[config.mk]
export PLATFORM = sky130hd
export DESIGN_NAME = vra_top
export DESIGN_NICKNAME = d
export VERILOG_FILES = /design/src/verilog/vra_pkg.sv /design/src/verilog/vra_top.sv
export SDC_FILE = /design/constraint.sdc
export NUM_CORES = 1
export LEC_CHECK = 0
export BUFFER_PORTS_ARGS = -buffer_cell sky130_fd_sc_hd__buf_2
export CAP_MARGIN = 20
export CORE_UTILIZATION = 40
export DETAILED_ROUTE_END_ITERATION = 6
export PLACE_DENSITY = 0.68
export RECOVER_POWER = 100
export SETUP_SLACK_MARGIN = 0.2
export SLEW_MARGIN = 15
export SYNTH_ARGS = -nofsm -noshare
export SYNTH_HDL_FRONTEND = slang
export SYNTH_SLANG_ARGS = --single-unit
[constraint.sdc]
create_clock -name mclk_in -period 2.5 [get_ports mclk_in]
set_clock_uncertainty 0.05 [all_clocks]
set_input_delay 0.125 -clock mclk_in [delete_from_list [all_inputs] [get_ports mclk_in]]
set_output_delay 0.125 -clock mclk_in [all_outputs]
set_load 0.02 [all_outputs]
[src/verilog/vra_pkg.sv]
// constants, types and phase map of the video ram arbiter
// Notes on behaviour
// - three colour banks; host reads/writes, display reads
// - host write strobes only write-gated banks
// - address muxed; select low row, high column
// - display ownership strobes all three banks together
// - fill drives all-ones or all-zeros data
// - fill holds write enable on every bank
// - pixel tick and inverse from one reference
// - ring counter phases, odd phases on inverse
// - three slots: two display, one host
// - display portion starts at first phase fall
// - host slot row strobes only on request; column strobe runs in every slot
// - no display latch strobe in host slot
// - wait asserted after second host bus cycle
// - no wait for non-video host accesses
// - display always has priority over host
// - write requests directly; read captured on sync
// - grant latched at mid phase rising edge
// - late phase latches read data, releases wait
// - select drop clears request, grant, done flag and bus cycle count; read data latch holds
// - pen strobe synchronised, rising pulse captures
// - pen latch holds row lines and position
package vra_pkg;

  // ******************************************************
  // clock and timing
  // ******************************************************
  localparam int CLK_KHZ     = 100000;
  localparam int PIX_KHZ     = 14112;
  localparam int PIX_DIV     = CLK_KHZ / PIX_KHZ;
  localparam int RING_LEN    = 8;
  localparam int SLOTS       = 3;
  localparam int BUS_CYC_WAIT = 2;

  // ******************************************************
  // ring phase positions
  // ******************************************************
  localparam int PH_Q0       = 0;
  localparam int PH_Q10      = 1;
  localparam int PH_RAS_ON   = 2;
  localparam int PH_CAS_ON   = 3;
  localparam int PH_CAS_OFF  = 5;
  localparam int PH_Q60      = 6;
  localparam logic [1:0] SLOT_HOST = 2'h2;
  localparam logic [1:0] SLOT_LAST = 2'h2;

  // ******************************************************
  // banks and widths
  // ******************************************************
  localparam int BANKS   = 3;
  localparam int BANK_R  = 0;
  localparam int BANK_G  = 1;
  localparam int BANK_B  = 2;
  localparam int ADDR_W  = 16;
  localparam int MUX_W   = 8;
  localparam int DATA_W  = 8;
  localparam int POS_W   = 4;
  localparam int ROW_W   = 4;
  localparam logic [3:0] POS_INIT = 4'hf;

  typedef struct packed {
    logic [DATA_W-1:0] blue;
    logic [DATA_W-1:0] green;
    logic [DATA_W-1:0] red;
  } vra_pix_t;

  typedef struct packed {
    logic [ROW_W-1:0] row;
    logic [POS_W-1:0] pos;
  } vra_pen_t;

endpackage

[src/verilog/vra_top.sv]
// video ram arbiter: phase generator, strobes, host arbitration, pen capture
`timescale 1ns/100ps
module vra_top #(
  parameter int PIX_DIV = vra_pkg::PIX_DIV
) (
  // clock and reset
  input  wire logic                        mclk_in,
  input  wire logic                        rst_in,
  // host bus side
  input  wire logic                        host_vram_request_sel_in,
  input  wire logic                        bus_mem_write_strobe_in,
  input  wire logic                        memory_read_status_in,
  input  wire logic                        status_valid_sync_in,
  input  wire logic                        host_bus_cycle_in,
  input  wire logic [vra_pkg::ADDR_W-1:0]  host_addr_in,
  input  wire logic [vra_pkg::DATA_W-1:0]  host_write_bus_in,
  input  wire logic [vra_pkg::BANKS-1:0]   write_gate_in,
  input  wire logic [vra_pkg::BANKS-1:0]   read_sel_in,
  output logic                             vram_wait_n_out,
  output logic [vra_pkg::DATA_W-1:0]       host_read_data_out,
  output logic                             host_owns_vram_out,
  // fill control
  input  wire logic                        fill_screen_cmd_in,
  input  wire logic                        fill_level_in,
  // display controller side
  input  wire logic [vra_pkg::ADDR_W-1:0]  vram_full_addr_in,
  input  wire logic [vra_pkg::ROW_W-1:0]   char_row_lines_in,
  output logic                             pixel_tick_out,
  output logic                             pixel_tick_inv_out,
  output logic                             display_latch_strobe_out,
  output logic                             pen_capture_out,
  // video ram pins
  output logic [vra_pkg::MUX_W-1:0]        vram_mux_addr_out,
  output logic                             row_col_select_out,
  output logic [vra_pkg::BANKS-1:0]        ras_n_out,
  output logic                             cas_n_out,
  output logic                             we_n_out,
  output logic [vra_pkg::DATA_W-1:0]       ram_wdata_out,
  input  wire vra_pkg::vra_pix_t           ram_rdata_in,
  // display data stream
  output vra_pkg::vra_pix_t                disp_data_out,
  output logic                             disp_valid_out,
  input  wire logic                        disp_ready_in,
  // light pen
  input  wire logic                        pen_strobe_in,
  output vra_pkg::vra_pen_t                pen_latch_out
);

  generate
    if (PIX_DIV < 2) begin : g_bad_div
      $error("PIX_DIV must be at least 2");
    end
  endgenerate

  localparam int DW = $clog2(PIX_DIV);
  localparam logic [DW-1:0] DIV_LAST = DW'(PIX_DIV - 1);
  localparam logic [DW-1:0] DIV_HALF = DW'(PIX_DIV / 2);

  // ******************************************************
  // pixel tick divider
  // ******************************************************
  logic [DW-1:0] div_r;
  wire           tick_w     = (div_r == DIV_LAST);
  wire           tick_inv_w = (div_r == DIV_HALF);

  always_ff @(posedge mclk_in or posedge rst_in) begin
    if (rst_in) begin
      div_r <= '0;
    end else begin
      div_r <= tick_w ? '0 : DW'(div_r + 1'b1);
    end
  end

  assign pixel_tick_out     = tick_w;
  assign pixel_tick_inv_out = tick_inv_w;

  // ******************************************************
  // display buffer, two entries
  // ******************************************************
  vra_pkg::vra_pix_t buf_r [2];
  logic              wr_ptr_r;
  logic              rd_ptr_r;
  logic [1:0]        cnt_r;
  wire               buf_full_w  = (cnt_r == 2'h2);
  wire               buf_push_w;
  wire               buf_pop_w   = disp_valid_out & disp_ready_in;

  assign disp_valid_out = (cnt_r != 2'h0);
  assign disp_data_out  = buf_r[rd_ptr_r];

  always_ff @(posedge mclk_in or posedge rst_in) begin
    if (rst_in) begin
      wr_ptr_r <= 1'b0;
      rd_ptr_r <= 1'b0;
      cnt_r    <= 2'h0;
    end else begin
      wr_ptr_r <= wr_ptr_r ^ buf_push_w;
      rd_ptr_r <= rd_ptr_r ^ buf_pop_w;
      cnt_r    <= 2'(cnt_r + {1'b0, buf_push_w} - {1'b0, buf_pop_w});
    end
  end

  always_ff @(posedge mclk_in) begin
    if (buf_push_w) begin
      buf_r[wr_ptr_r] <= ram_rdata_in;
    end
  end

  // ******************************************************
  // ring counter and slot counter
  // ******************************************************
  logic [vra_pkg::RING_LEN-1:0] ring_r;
  logic [vra_pkg::RING_LEN-1:0] odd_r;
  logic [1:0]                   slot_r;
  wire  adv_w     = tick_w & ~buf_full_w; // full buffer stalls the timing
  wire  wrap_w    = ring_r[vra_pkg::RING_LEN-1];
  wire  host_slot = (slot_r == vra_pkg::SLOT_HOST);
  wire  [vra_pkg::RING_LEN-1:0] odd_rise_w = ring_r & ~odd_r;

  always_ff @(posedge mclk_in or posedge rst_in) begin
    if (rst_in) begin
      ring_r <= 8'h01;
      slot_r <= 2'h0;
    end else if (adv_w) begin
      ring_r <= {ring_r[vra_pkg::RING_LEN-2:0], wrap_w};
      if (wrap_w) begin
        slot_r <= (slot_r == vra_pkg::SLOT_LAST) ? 2'h0 : 2'(slot_r + 1'b1);
      end
    end
  end

  // odd phases trail the ring by half a pixel
  always_ff @(posedge mclk_in or posedge rst_in) begin
    if (rst_in) begin
      odd_r <= 8'h01;
    end else if (tick_inv_w) begin
      odd_r <= ring_r;
    end
  end

  wire q15_rise_w = tick_inv_w & odd_rise_w[vra_pkg::PH_Q10] & host_slot;
  wire q65_rise_w = tick_inv_w & odd_rise_w[vra_pkg::PH_Q60] & host_slot;

  // ******************************************************
  // strobe phases
  // ******************************************************
  // display portion opens as phase zero falls, at slot 0 phase 1
  wire disp_start_w = adv_w & ring_r[vra_pkg::PH_Q0] & (slot_r == 2'h0);
  wire ras_ph_w = |ring_r[vra_pkg::PH_CAS_OFF:vra_pkg::PH_RAS_ON];
  wire cas_ph_w = |ring_r[vra_pkg::PH_CAS_OFF:vra_pkg::PH_CAS_ON];

  assign display_latch_strobe_out = adv_w & ring_r[vra_pkg::PH_Q60] & ~host_slot;
  assign buf_push_w               = display_latch_strobe_out;

  // ******************************************************
  // host request and arbitration
  // ******************************************************
  logic       rd_cap_r;
  logic       grant_r;
  logic       done_r;
  logic [1:0] bcyc_r;
  wire        sel_w  = host_vram_request_sel_in;
  wire        req_w  = sel_w & (bus_mem_write_strobe_in | rd_cap_r);

  always_ff @(posedge mclk_in or posedge rst_in) begin
    if (rst_in) begin
      rd_cap_r <= 1'b0;
      grant_r  <= 1'b0;
      done_r   <= 1'b0;
      bcyc_r   <= 2'h0;
    end else if (!sel_w) begin
      rd_cap_r <= 1'b0;
      grant_r  <= 1'b0;
      done_r   <= 1'b0;
      bcyc_r   <= 2'h0;
    end else begin
      if (status_valid_sync_in && memory_read_status_in) begin
        rd_cap_r <= 1'b1;
      end
      if (q15_rise_w && req_w && !grant_r) begin
        grant_r <= 1'b1;
      end
      if (q65_rise_w && grant_r) begin
        done_r <= 1'b1;
      end
      if (host_bus_cycle_in && bcyc_r != 2'(vra_pkg::BUS_CYC_WAIT)) begin
        bcyc_r <= 2'(bcyc_r + 1'b1);
      end
    end
  end

  // host owns the memory only inside its own slot
  wire host_owns_w = grant_r & ~done_r & host_slot;
  assign host_owns_vram_out = host_owns_w;

  // wait only for a video access, from the second bus cycle
  assign vram_wait_n_out = ~(sel_w & ~done_r &
                             (bcyc_r == 2'(vra_pkg::BUS_CYC_WAIT)));

  // ******************************************************
  // host read latch, relies on a one-hot select
  // ******************************************************
  wire [vra_pkg::DATA_W-1:0] rd_mux_w =
    read_sel_in[vra_pkg::BANK_R] ? ram_rdata_in.red   :
    read_sel_in[vra_pkg::BANK_G] ? ram_rdata_in.green :
                                   ram_rdata_in.blue;

  always_ff @(posedge mclk_in or posedge rst_in) begin
    if (rst_in) begin
      host_read_data_out <= '0;
    end else if (q65_rise_w && grant_r && !bus_mem_write_strobe_in) begin
      host_read_data_out <= rd_mux_w;
    end
  end

  // ******************************************************
  // row strobes per bank
  // ******************************************************
  wire host_wr_w = bus_mem_write_strobe_in;
  genvar b;
  generate
    for (b = 0; b < vra_pkg::BANKS; b++) begin : g_bank
      wire host_gate_w = host_wr_w ? write_gate_in[b] : read_sel_in[b];
      wire gate_w      = host_slot ? (host_owns_w & host_gate_w) : 1'b1;
      assign ras_n_out[b] = ~(ras_ph_w & gate_w);
    end
  endgenerate

  assign cas_n_out          = ~cas_ph_w;
  assign row_col_select_out = cas_ph_w;

  // ******************************************************
  // write enable and write data
  // ******************************************************
  assign we_n_out = ~(fill_screen_cmd_in | (host_owns_w & host_wr_w));

  wire [vra_pkg::DATA_W-1:0] wdata_w =
    fill_screen_cmd_in ? {vra_pkg::DATA_W{fill_level_in}} : host_write_bus_in;

  wire [vra_pkg::ADDR_W-1:0] addr_w = host_owns_w ? host_addr_in : vram_full_addr_in;
  wire [vra_pkg::MUX_W-1:0]  mux_w  = cas_ph_w ? addr_w[vra_pkg::ADDR_W-1:vra_pkg::MUX_W]
                                               : addr_w[vra_pkg::MUX_W-1:0];

  always_ff @(posedge mclk_in or posedge rst_in) begin
    if (rst_in) begin
      ram_wdata_out     <= '0;
      vram_mux_addr_out <= '0;
    end else begin
      ram_wdata_out     <= wdata_w;
      vram_mux_addr_out <= mux_w;
    end
  end

  // ******************************************************
  // light pen
  // ******************************************************
  logic                      pen_s1_r;
  logic                      pen_s2_r;
  logic                      pen_s3_r;
  logic [vra_pkg::POS_W-1:0] pos_r;
  wire                       pen_rise_w = pen_s2_r & ~pen_s3_r;

  always_ff @(posedge mclk_in or posedge rst_in) begin
    if (rst_in) begin
      pen_s1_r <= 1'b0;
      pen_s2_r <= 1'b0;
      pen_s3_r <= 1'b0;
      pos_r    <= vra_pkg::POS_INIT;
    end else if (tick_w) begin
      pen_s1_r <= pen_strobe_in;
      pen_s2_r <= pen_s1_r;
      pen_s3_r <= pen_s2_r;
      pos_r    <= 4'(pos_r - 1'b1);
    end
  end

  always_ff @(posedge mclk_in or posedge rst_in) begin
    if (rst_in) begin
      pen_capture_out <= 1'b0;
      pen_latch_out   <= '0;
    end else begin
      pen_capture_out <= tick_w & pen_rise_w;
      if (tick_w && pen_rise_w) begin
        pen_latch_out <= '{row: char_row_lines_in, pos: pos_r};
      end
    end
  end
endmodule
======== Yosys cells after proc, flatten, opt, wreduce, memory -nomap -nowiden ========
Memories as Yosys holds them, arrays and structs flattened.
Index checks and enable logic that the tools add are counted.
operators by class
  eq/ne operators ......................... 10
  mux-type cells .......................... 23
  reductions and logical operators ........ 13
  add/subtract/negate cells ............... 6
  bitwise gates (word level) .............. 38
operator list
  kind                 count
  $mux 8               4
  $and 1x1->1          22
  $mux 16              1
  $mux 1               14
  $not 1->1            10
  $ne 2x1->1 const B   4
  $and 7x7->7          1
  $logic_and 1x1->1    7
  $not 7->7            1
  $eq 2x2->1 const B   3
  $mux 2               3
  $add 2x1->2 const B  2
  $reduce_or 4->1      1
  $sub 4x1->4 const B  1
  $add 3x1->3 const B  1
  $eq 3x2->1 const B   1
  $eq 3x3->1 const B   1
  $mux 3               1
  $reduce_or 3->1      1
  $add 2x1->2          1
  $logic_not 1->1      2
  $ne 2x2->1 const B   1
  $or 1x1->1           2
  $reduce_and 2->1     1
  3 further kinds      4
word-level totals
  RAM bits ................................ 48
  memories kept ........................... 1
  bits in registers ....................... 69
  input port bits ......................... 85
memories
  memory  words  width  rd ports  clocked after memory_dff  wr ports  RTL line       RTL
  buf_r   2      24     1         0                         1         vra_top.sv:80  vra_pkg::vra_pix_t buf_r [2];

======== Depth between registers and ports, before layout ========
Gate-level depths: netlist (run 1).
  depth after elaboration ................. 8
  depth in mapped cells ................... 5
  gate-level depth less buffers ........... 5

======== Worst setup path before layout (run 1) ========
No wires, ideal clock.
  kind .................................... flip-flop to flip-flop
  from .................................... register cnt_r[1]
  to ...................................... memory buf_r[1][0] (netlist name), enable pin
  data required time ...................... 2.045 ns
  setup time .............................. 0.405 ns
  arrival time ............................ 1.962 ns
  clock period less this slack ............ 2.416 ns
  stages on the path, launching flop included .. 4
  slack ................................... 0.084 ns
  cell sequence ........................... dfrtp_1 -> nor2b_1 -> or3_1 -> nor2_1
on the way
  cells in the longest elaborated chain, start to end .. 7
RTL lines
  what                          RTL line        RTL
  start: declaration            vra_top.sv:83   logic [1:0] cnt_r;
  start signal: assignment      vra_top.sv:99   cnt_r <= 2'(cnt_r + {1'b0, buf_push_w} - {1'b0, buf_pop_w});
  $eq 2x2->1                    vra_top.sv:84   wire buf_full_w = (cnt_r == 2'h2);
  $not 1->1                     vra_top.sv:115  wire adv_w = tick_w & ~buf_full_w;
  $and 1x1->1                   vra_top.sv:115
  $and 1x1->1 (2 in series)     vra_top.sv:152  assign display_latch_strobe_out = adv_w & ring_r[vra_pkg::PH_Q60] & ~host_slot;
  $mux 1                        vra_top.sv:104  if (buf_push_w) begin
  $mux 1 (implied by the code)  vra_top.sv:105  buf_r[wr_ptr_r] <= ram_rdata_in;
  end: declaration              vra_top.sv:80
No other way between the ends.

======== Worst setup path after layout (run 1) ========
  from .................................... register div_r[0]
  to ...................................... register pen_latch_out[1] (netlist name)
on the way
  cells in the longest elaborated chain, start to end .. 2
RTL lines
  what                      RTL line        RTL
  start: declaration        vra_top.sv:62   logic [DW-1:0] div_r;
  start signal: assignment  vra_top.sv:70   div_r <= tick_w ? '0 : DW'(div_r + 1'b1);
  $eq 3x3->1                vra_top.sv:63   wire tick_w = (div_r == DIV_LAST);
  $logic_and 1x1->1         vra_top.sv:283  if (tick_w && pen_rise_w) begin
  end signal: assignment    vra_top.sv:284  pen_latch_out <= '{row: char_row_lines_in, pos: pos_r};
  end: declaration          vra_top.sv:46   output vra_pkg::vra_pen_t pen_latch_out
No other way between the ends.
A chain may end at the register's enable or synchronous reset.

==> flow_metrics.env, run 1 <==
export IMPL_diodes=0
export IMPL_yosys_top_cells_area="dfrtp_1 31%, edfxtp_1 31%, mux2_2 12%, mux2i_1 7.7%, dfstp_2 2.8%"
export IMPL_wl_per_cell_um=14.70
export IMPL_start_util=0.4111
export IMPL_nets=614
export IMPL_ant_nets=0
export IMPL_syn_avg_cell_area_um2=14.40
export IMPL_clock_path_buffers=2
export IMPL_drt_iter0_markers=150
export IMPL_synth_top_area_share=0.3145
export IMPL_multi_input_area_mm2=0.001518
export IMPL_grt_pass1_wl_um=15520
export IMPL_cap_viol_max_count=0
export IMPL_cts_tree="done"
export IMPL_cts_setup_buffers=0
export IMPL_wirelength_um=9878
export IMPL_start_kind="flip-flop"
export IMPL_nFillCells=1014
export IMPL_die_width_um=110.3
export IMPL_rsz0062_at_grt="false"
export IMPL_syn2layout_area_growth_pct=32.04
export IMPL_worst_pin_slew_ns=0.9564
export IMPL_portBuffers=153
export IMPL_cts_max_level=3
export IMPL_path_class="reg2reg"
export IMPL_finalMaxSlewViolations=0
export IMPL_antenna_found_initial=0
export IMPL_slew_headroom=0.3617
export IMPL_rows=39
export IMPL_power_leakage_uw=0.002578
export IMPL_cpPeakStageDelay_ns=0.41
export IMPL_clock_fmax_mhz=482.0
export IMPL_place_congestion=0.7476
export IMPL_netlist_area_mm2=0.004695
export IMPL_overflow=0
export IMPL_ys_seq_area_frac=0.6495
export IMPL_worstSetupEndpointType="flip-flop"
export IMPL_yosysTopAreaCell="dfrtp_1"
export IMPL_setup_viol=0
export IMPL_grt_max_degree=43
export IMPL_ys_flop_type="dfrtp_1"
export IMPL_seq_area_mm2=0.003049
export IMPL_final_setup_tns_ns=0
export IMPL_finalCritPeriodShare=0.8299
export IMPL_cp_arrival_ns=2.25
export IMPL_post_route_min_period_ns=2.075
export IMPL_grt_pass1_vias=3289
export IMPL_root_buffer="clkbuf_16"
export IMPL_dr_pass1_iters=4
export IMPL_hold_path_class="in2reg"
export IMPL_synth_fp_nets=416
export IMPL_die_area_mm2=0.01217
export IMPL_vdd_drop_max_uv=381.5
export IMPL_dieHeight_um=110.3
export IMPL_async_flop_share=0.5714
export IMPL_clk_pin_slew_ns=0.07
export IMPL_viasPerCell=4.847
export IMPL_finalHoldViolCount=0
export IMPL_synth_common_cells="59 x dfrtp_1, 51 x mux2_2, 48 x edfxtp_1, 36 x mux2i_1, 24 x o21ai_0"
export IMPL_final_area_mm2=0.006198
export IMPL_yosys_warnings=0
export IMPL_numCtsBuffers=9
export IMPL_vias=3257
export IMPL_drc=0
export IMPL_ctsResizeCount=0
export IMPL_outcome="complete, no violations"
export IMPL_io_pins=154
export IMPL_crit_required_ns=2.68
export IMPL_place_area_mm2=0.005643
export IMPL_synth_edf_count=48
export IMPL_clock_sinks=112
export IMPL_path_cells="nand3b_1, nor3b_1, clkbuf_1, mux2_2"
export IMPL_crit_path_top_delay_cell="dfrtp_1"
export IMPL_dp_hpwl_um=6849
export IMPL_drive_gt1_frac=0.2590
export IMPL_yosys_cell_types_count=35
export IMPL_grt_usage=0.1714
export IMPL_core_mm2=0.01142
export IMPL_yosysMostFrequentCell="dfrtp_1"
export IMPL_ys_ff_latch=112
export IMPL_crit_fanout=10
export IMPL_clock_latency_ns=0.34
export IMPL_hold_buffers=40
export IMPL_synthCells=326
export IMPL_powerDensity_mw_per_mm2=693.0
state kept, by name, summed over array words and instances (netlist names), 2 cells and up:
| signal | count |
|---|---|
| cnt_r | 2 |
| host_read_data_out | 8 |
| ring_r | 8 |
| pen_latch_out | 8 |
| buf_r | 48 |
| div_r | 3 |
| odd_r | 2 |
| vram_mux_addr_out | 8 |
| ram_wdata_out | 8 |
| pos_r | 4 |
| bcyc_r | 2 |
| slot_r | 2 |
where the power goes:
group | total (uW) | leakage, uW | internal [uW] | switching [uW]
registers | 2040 | 0.00122 | 1990 | 45.9
logic | 877 | 0.00122 | 380 | 497
clock network | 1380 | 0.000134 | 774 | 608
total | 4300 | 0.00258 | 3140 | 1150
path summary, 6_finish.rpt:
kind | slack, ns | cells past startpoint | startpoint | to
setup / recovery | 0.43 | 4 | div_r[0] | pen_latch_out[1]
hold / removal | 0.01 | 2 | host_vram_request_sel_in | done_r
setup reg to reg | 0.43 | 4 | div_r[0] | pen_latch_out[1]
hold reg to reg | 0.42 | 2 | pen_s1_r | pen_s2_r
max in group asynchronous | 1.08 | 4 | rst_in | pos_r[0]
min in group asynchronous | 0.52 | 3 | rst_in | host_read_data_out[3]
kinds of logic after synthesis:
| logic type | after synthesis | synth area share |
|---|---|---|
| fa+ha+maj | 5 | 0.01333 |
| simple gates | 53 | 0.06370 |
| xor+xnor | 8 | 0.01493 |
| mux | 87 | 0.1991 |
| buf+inv | 31 | 0.02638 |
| compound gates | 30 | 0.03305 |
| flops | 112 | 0.6495 |
cell type report:
| class | instances | area share |
|---|---|---|
| inverters | 20 | 0.01211 |
| multi-input cells | 183 | 0.2449 |
| well taps | 143 | 0.02887 |
| repair buffers | 198 | 0.1766 |
| clock buffers | 12 | 0.03815 |
| clock inverters | 4 | 0.007469 |
| flip-flops and latches | 112 | 0.4919 |
placed cells by master (no fill, tap or decap), types with 2 or more instances in the layout:
cell type | netlist | final
buf_2 | 3 | 63
mux2i_1 | 36 | 36
nor3b_1 | 2 | 2
mux2_2 | 51 | 50
nand3b_1 | 3 | 4
clkbuf_1 | 6 | 94
inv_1 | 17 | 18
nand2_1 | 23 | 23
dlygate4sd3_1 | 0 | 40
dfstp_2 | 5 | 4
a21oi_1 | 4 | 4
clkbuf_16 | 0 | 9
dfrtp_1 | 59 | 59
xnor2_1 | 6 | 6
nor2_1 | 4 | 4
o21a_1 | 2 | 2
ha_1 | 5 | 5
o21ai_0 | 24 | 24
xor2_1 | 2 | 2
clkbuf_2 | 0 | 2
and2_0 | 0 | 3
clkinv_1 | 1 | 2
edfxtp_1 | 48 | 48
nor2b_1 | 5 | 5
or3_1 | 2 | 2
nor4_1 | 2 | 2
metal layers:
layer / up-vias / routed length (um) / GRT usage
li1: 1551 / - / -
met5: - / 0 / 0
met4: 0 / 142 / 0.05733
met2: 115 / 4825 / 0.2902
met1: 1578 / 4272 / 0.2097
met3: 13 / 637 / 0.04938
worst max-delay path, delay by kind of cell (launching register included):
kind | cells | cell delay [ns]
flip-flops | 1 | 0.41
multiplexers | 1 | 0.39
buffers and inverters | 1 | 0.41
AND/OR/NAND/NOR | 2 | 0.69
per-stage QoR:
stage | hold WS, ns | utilization | cells | power (uW) | setup slack [ns]
final | 0.01439 | 0.5428 | 672 | 4295 | 0.4253
after global routing | 0.01848 | 0.5428 | 672 | 4503 | 0.2555
after CTS | 0.006557 | 0.5540 | 672 | 4398 | 0.3818
after detailed placement | 0.1597 | 0.4942 | 616 | 2959 | 0.3963
after global placement | 0.1523 | 0.4942 | 616 | 2948 | 0.4779
after floorplan | 0.1739 | - | 326 | 2662 | 0.2203
No activity file was read; power rests on OpenSTA's default activity.
==> inputs of run 2 (changes only) <==
PLACE_DENSITY = 0.66   (was 0.68)
clock period = 2.03 ns   (was 2.5 ns; I/O delays follow)
==> run 2 against run 1 <==
Net effect:
- worst hold slack got worse by 0.0094 ns
- first-iteration DRC count decreased by 29%
- cell count increased by 3.0%
- critical path type unchanged
- largest cell class unchanged
==> flow_metrics.env, run 2 (synthesized netlist as in run 1, its figures left out) <==
export IMPL_outcome="complete, no violations"
export IMPL_place_area_mm2=0.005713
export IMPL_start_util=0.4111
export IMPL_clock_sinks=112
export IMPL_clock_fmax_mhz=528.5
export IMPL_worstSetupEndpointType="flip-flop"
export IMPL_crit_fanout=3
export IMPL_start_kind="flip-flop"
export IMPL_io_pins=154
export IMPL_wl_per_cell_um=14.74
export IMPL_drc=0
export IMPL_largest_reg_flops=48
export IMPL_die_width_um=110.3
export IMPL_portBuffers=153
export IMPL_setup_viol=0
export IMPL_path_class="reg2reg"
export IMPL_post_route_min_period_ns=1.892
export IMPL_die_area_mm2=0.01217
export IMPL_clock_path_buffers=2
export IMPL_vias=3304
export IMPL_viasPerCell=4.775
export IMPL_power_leakage_uw=0.002716
export IMPL_dr_pass1_iters=4
export IMPL_crit_required_ns=2.19
export IMPL_grt_max_degree=65
export IMPL_wl_met3_um=562
export IMPL_dieHeight_um=110.3
export IMPL_overflow=0
export IMPL_met1_length_um=4289
export IMPL_finalHoldViolCount=0
export IMPL_numCtsBuffers=9
export IMPL_nets=634
export IMPL_top_register="buf_r"
export IMPL_slew_headroom=0.4047
export IMPL_clock_latency_ns=0.34
export IMPL_wirelength_um=10200
export IMPL_nFillCells=975
export IMPL_final_area_mm2=0.006489
export IMPL_final_common_cell="clkbuf_1"
export IMPL_grt_pass1_wl_um=15740
export IMPL_cap_viol_max_count=0
export IMPL_mostFrequentLayoutCells="94 x clkbuf_1, 61 x buf_2, 59 x dfrtp_1, 50 x dlygate4sd3_1, 48 x edfxtp_1"
export IMPL_hold_path_class="in2reg"
export IMPL_worst_pin_slew_ns=0.8929
export IMPL_cts_max_level=3
export IMPL_cp_arrival_ns=2.06
export IMPL_root_buffer="clkbuf_16"
export IMPL_grt_pass1_vias=3376
export IMPL_met2_length_um=5130
export IMPL_rsz0062_at_grt="true"
export IMPL_dp_hpwl_um=6745
export IMPL_diodes=0
export IMPL_routed_top_layer="met4"
export IMPL_syn2layout_area_growth_pct=38.22
export IMPL_place_congestion=0.7346
export IMPL_clk_pin_slew_ns=0.07
export IMPL_finalMaxSlewViolations=0
export IMPL_final_setup_tns_ns=0
export IMPL_cts_tree="done"
export IMPL_finalCritPeriodShare=0.9320
export IMPL_rows=39
export IMPL_powerDensity_mw_per_mm2=822.2
export IMPL_core_mm2=0.01142
export IMPL_drt_iter0_markers=107
export IMPL_vdd_drop_max_uv=445.7
export IMPL_antenna_found_initial=0
export IMPL_ant_nets=0
export IMPL_drive_gt1_frac=0.2750
export IMPL_grt_usage=0.1725
==> run 2: metrics by stage <==
step           hold WS (ns)  total power (uW)  utilization  setup WS (ns)  std cells
2_1_floorplan        0.1504              3279            -         0.2128        326
3_3_place_gp         0.1461              3672       0.5003         0.1655        618
3_5_place_dp         0.1527              3690       0.5003         0.1295        618
4_1_cts           0.0001702              5436       0.5744         0.1318        689
5_1_grt             0.01547              5592       0.5683        0.08826        692
6_report           0.004983              5335       0.5683         0.1380        692
==> run 2: layer usage <==
| metal | vias up | GRT usage |
|---|---|---|
| met2 | 102 | 0.2977 |
| met4 | 0 | 0.07613 |
| met5 | - | 0 |
| met1 | 1586 | 0.2034 |
| met3 | 17 | 0.04233 |
| li1 | 1599 | - |
==> run 2: layout make-up <==
class	instances	area, um^2	share of cell area
Inverter	20	83.83	0.01292
Clock inverter	6	52.55	0.008099
Multi-Input combinational cell	183	1582	0.2437
Clock buffer	10	229.0	0.03529
Tap cell	143	178.9	0.02757
Sequential cell	112	3049	0.4699
Timing Repair Buffer	218	1314	0.2025
==> run 2: worst paths after layout <==
check                                 startpoint  slack (ns)                    end  cells after the start
max reg2reg                             cnt_r[0]        0.14               cnt_r[1]                      5
min                        vram_full_addr_in[10]       0.005   vram_mux_addr_out[2]                      3
max in group asynchronous                 rst_in        0.79       ram_wdata_out[7]                      4
min in group asynchronous                 rst_in        0.55  host_read_data_out[6]                      4
max                                     cnt_r[0]        0.14               cnt_r[1]                      5
min reg2reg                             pen_s1_r        0.43               pen_s2_r                      2
==> run 2: power breakdown <==
part	switching (uW)	total (uW)	internal, uW
logic	630	1150	524
registers	67.9	2520	2450
clock network	810	1660	853
total	1510	5340	3830
==> run 2: critical path: stages, from the launching register on <==
cell and delay (ns):
dfrtp_1 0.39, or2_2 0.31, and2_0 0.19, ha_1 0.33
nor4_1 0.38, xnor2_1 0.12
==> run 2: timing repair <==
action	in CTS	in global routing
gates cloned	0	0
hold endpoints to repair	129	0
resized for setup	3	24
setup buffers	5	3
setup endpoints to repair	35	39
hold buffers	50	0
==> inputs of run 3 (changes only) <==
==> constraint.sdc (replaced) <==
create_clock -name mclk_in -period 2.03 [get_ports mclk_in]
set_clock_uncertainty 0.05 [all_clocks]
set_input_delay 0.203 -clock mclk_in [delete_from_list [all_inputs] [get_ports mclk_in]]
set_output_delay 0.203 -clock mclk_in [all_outputs]
set_load 0.02 [all_outputs]
==> run 3 against run 2 <==
Net effect:
- combinational power down 7%
- sequential power is essentially flat
- utilization decreased by 3.8 points
- power up 1.1%
==> flow_metrics.env, run 3 (synthesized netlist as in run 1, its figures left out) <==
export IMPL_cp_arrival_ns=1.85
export IMPL_dr_pass1_iters=4
export IMPL_cts_tree="done"
export IMPL_multi_input_area_mm2=0.001579
export IMPL_nets=590
export IMPL_slew_headroom=0.4115
export IMPL_die_width_um=110.3
export IMPL_rows=39
export IMPL_die_area_mm2=0.01217
export IMPL_path_cells="nand4b_1, or3_4, inv_4, ha_4, clkbuf_4"
export IMPL_vias=3148
export IMPL_grt_usage=0.1653
export IMPL_cap_viol_max_count=0
export IMPL_cp_num_buf_inv=2
export IMPL_core_mm2=0.01142
export IMPL_crit_fanout=12
export IMPL_root_buffer="clkbuf_16"
export IMPL_outcome="complete, no violations"
export IMPL_finalMaxSlewViolations=0
export IMPL_final_common_cell="clkbuf_1"
export IMPL_hold_path_class="in2reg"
export IMPL_clock_path_buffers=2
export IMPL_cts_max_level=3
export IMPL_final_setup_tns_ns=0
export IMPL_antenna_found_initial=0
export IMPL_nFillCells=1034
export IMPL_drc=0
export IMPL_rsz0062_at_grt="true"
export IMPL_clock_fmax_mhz=537.4
export IMPL_overflow=0
export IMPL_finalCritPeriodShare=0.9167
export IMPL_drive_gt1_frac=0.3307
export IMPL_crit_path_top_delay_cell="dfrtp_1"
export IMPL_start_kind="flip-flop"
export IMPL_path_class="reg2reg"
export IMPL_powerDensity_mw_per_mm2=890.8
export IMPL_top_register="buf_r"
export IMPL_diodes=0
export IMPL_grt_max_degree=65
export IMPL_portBuffers=153
export IMPL_dieHeight_um=110.3
export IMPL_start_util=0.4111
export IMPL_mostFrequentLayoutCells="91 x clkbuf_1, 62 x buf_2, 58 x dfrtp_1, 50 x mux2_2, 48 x edfxtp_1"
export IMPL_post_route_min_period_ns=1.861
export IMPL_syn2layout_area_growth_pct=28.92
export IMPL_numCtsBuffers=9
export IMPL_place_congestion=0.7400
export IMPL_fin_total_pwr_uw=5391
export IMPL_drt_iter0_markers=120
export IMPL_dp_hpwl_um=6833
export IMPL_clock_sinks=112
export IMPL_wl_per_cell_um=15.17
export IMPL_crit_required_ns=2.02
export IMPL_worst_pin_slew_ns=0.8828
export IMPL_vdd_drop_max_uv=415.2
export IMPL_viasPerCell=4.858
export IMPL_power_leakage_uw=0.002507
export IMPL_ant_nets=0
export IMPL_wirelength_um=9832
export IMPL_cpPeakStageDelay_ns=0.42
export IMPL_finalHoldViolCount=0
export IMPL_setup_viol=0
export IMPL_seq_area_mm2=0.003050
export IMPL_grt_pass1_vias=3129
export IMPL_clock_latency_ns=0.34
export IMPL_worst_path_dominant_cell_family="simple AND/OR/NAND/NOR gates"
export IMPL_worstSetupEndpointType="flip-flop"
export IMPL_clk_pin_slew_ns=0.07
export IMPL_io_pins=154
export IMPL_grt_pass1_wl_um=15090
export IMPL_largest_reg_flops=48
run 3: cell types whose count changed in the layout (fill, tap and decap cells not counted), moves of 2 or more:
cell / previous run / this run
buf_4: 5 / 8
clkbuf_1: 94 / 91
mux2_4: 2 / 0
inv_8: 1 / 3
clkbuf_4: 4 / 8
dlygate4sd3_1: 50 / 1
buf_12: 4 / 1
mux2_1: 6 / 1
mux2_2: 43 / 50
run 3: path summary, 6_finish.rpt:
| path | start | slack (ns) | cells past startpoint | endpoint |
|---|---|---|---|---|
| max | div_r[0] | 0.17 | 5 | buf_r[0][2] |
| min | pen_strobe_in | 0.01 | 3 | pen_s1_r |
| max reg2reg | div_r[0] | 0.17 | 5 | buf_r[0][2] |
| min reg2reg | pen_s3_r | 0.43 | 2 | pen_s3_r |
| max in group asynchronous | rst_in | 0.65 | 4 | slot_r[1] |
| min in group asynchronous | rst_in | 0.65 | 4 | pen_latch_out[1] |
run 3: per-stage QoR:
step                hold WS (ns)  instance area, um^2  worst slack, ns  utilization  std cells
floorplan                 0.2519                 4731           0.2128            -        326
global placement          0.2679                 5704           0.1690       0.4996        618
detailed placement        0.2727                 5704          0.09690       0.4996        618
CTS                     0.004758                 6127           0.1716       0.5366        640
global route             0.01936                 6052          0.07949       0.5300        648
finish                   0.01073                 6052           0.1692       0.5300        648
run 3: repair_timing:
item | 4_1_cts | 5_1_grt
resized for setup | 14 | 12
hold buffers | 1 | 0
pin swaps | 0 | 3
setup buffers | 5 | 8
endpoints found under the hold margin | 59 | 0
setup endpoints to repair | 63 | 45
run 3: report_power, final:
part | switching, uW | leakage [uW] | internal (uW)
clock | 834 | 0.000150 | 986
sequential | 48.6 | 0.00122 | 2450
combinational | 624 | 0.00113 | 448
total | 1510 | 0.00251 | 3880
run 3: tightest hold or removal path, cell delays in order:
cell and delay (ns):
buf_2 0.08, nand2_1 0.04, nand2_1 0.05
run 3: metal layers:
| metal | share of wire | up-vias | GRT usage |
|---|---|---|---|
| li1 | - | 1514 | - |
| met3 | 0.068 | 8 | 0.03586 |
| met1 | 0.42 | 1529 | 0.1981 |
| met2 | 0.51 | 97 | 0.2928 |
| met4 | 0.0082 | 0 | 0.05733 |
| met5 | 0 | - | 0 |
run 3: area by class of cell:
cell class              count  area share
clock buffers               9     0.03721
inverters                  20     0.01530
well taps                 143     0.02956
multi-input cells         183      0.2609
flip-flops and latches    112      0.5040
clock inverters             7     0.01427
repair buffers            174      0.1387
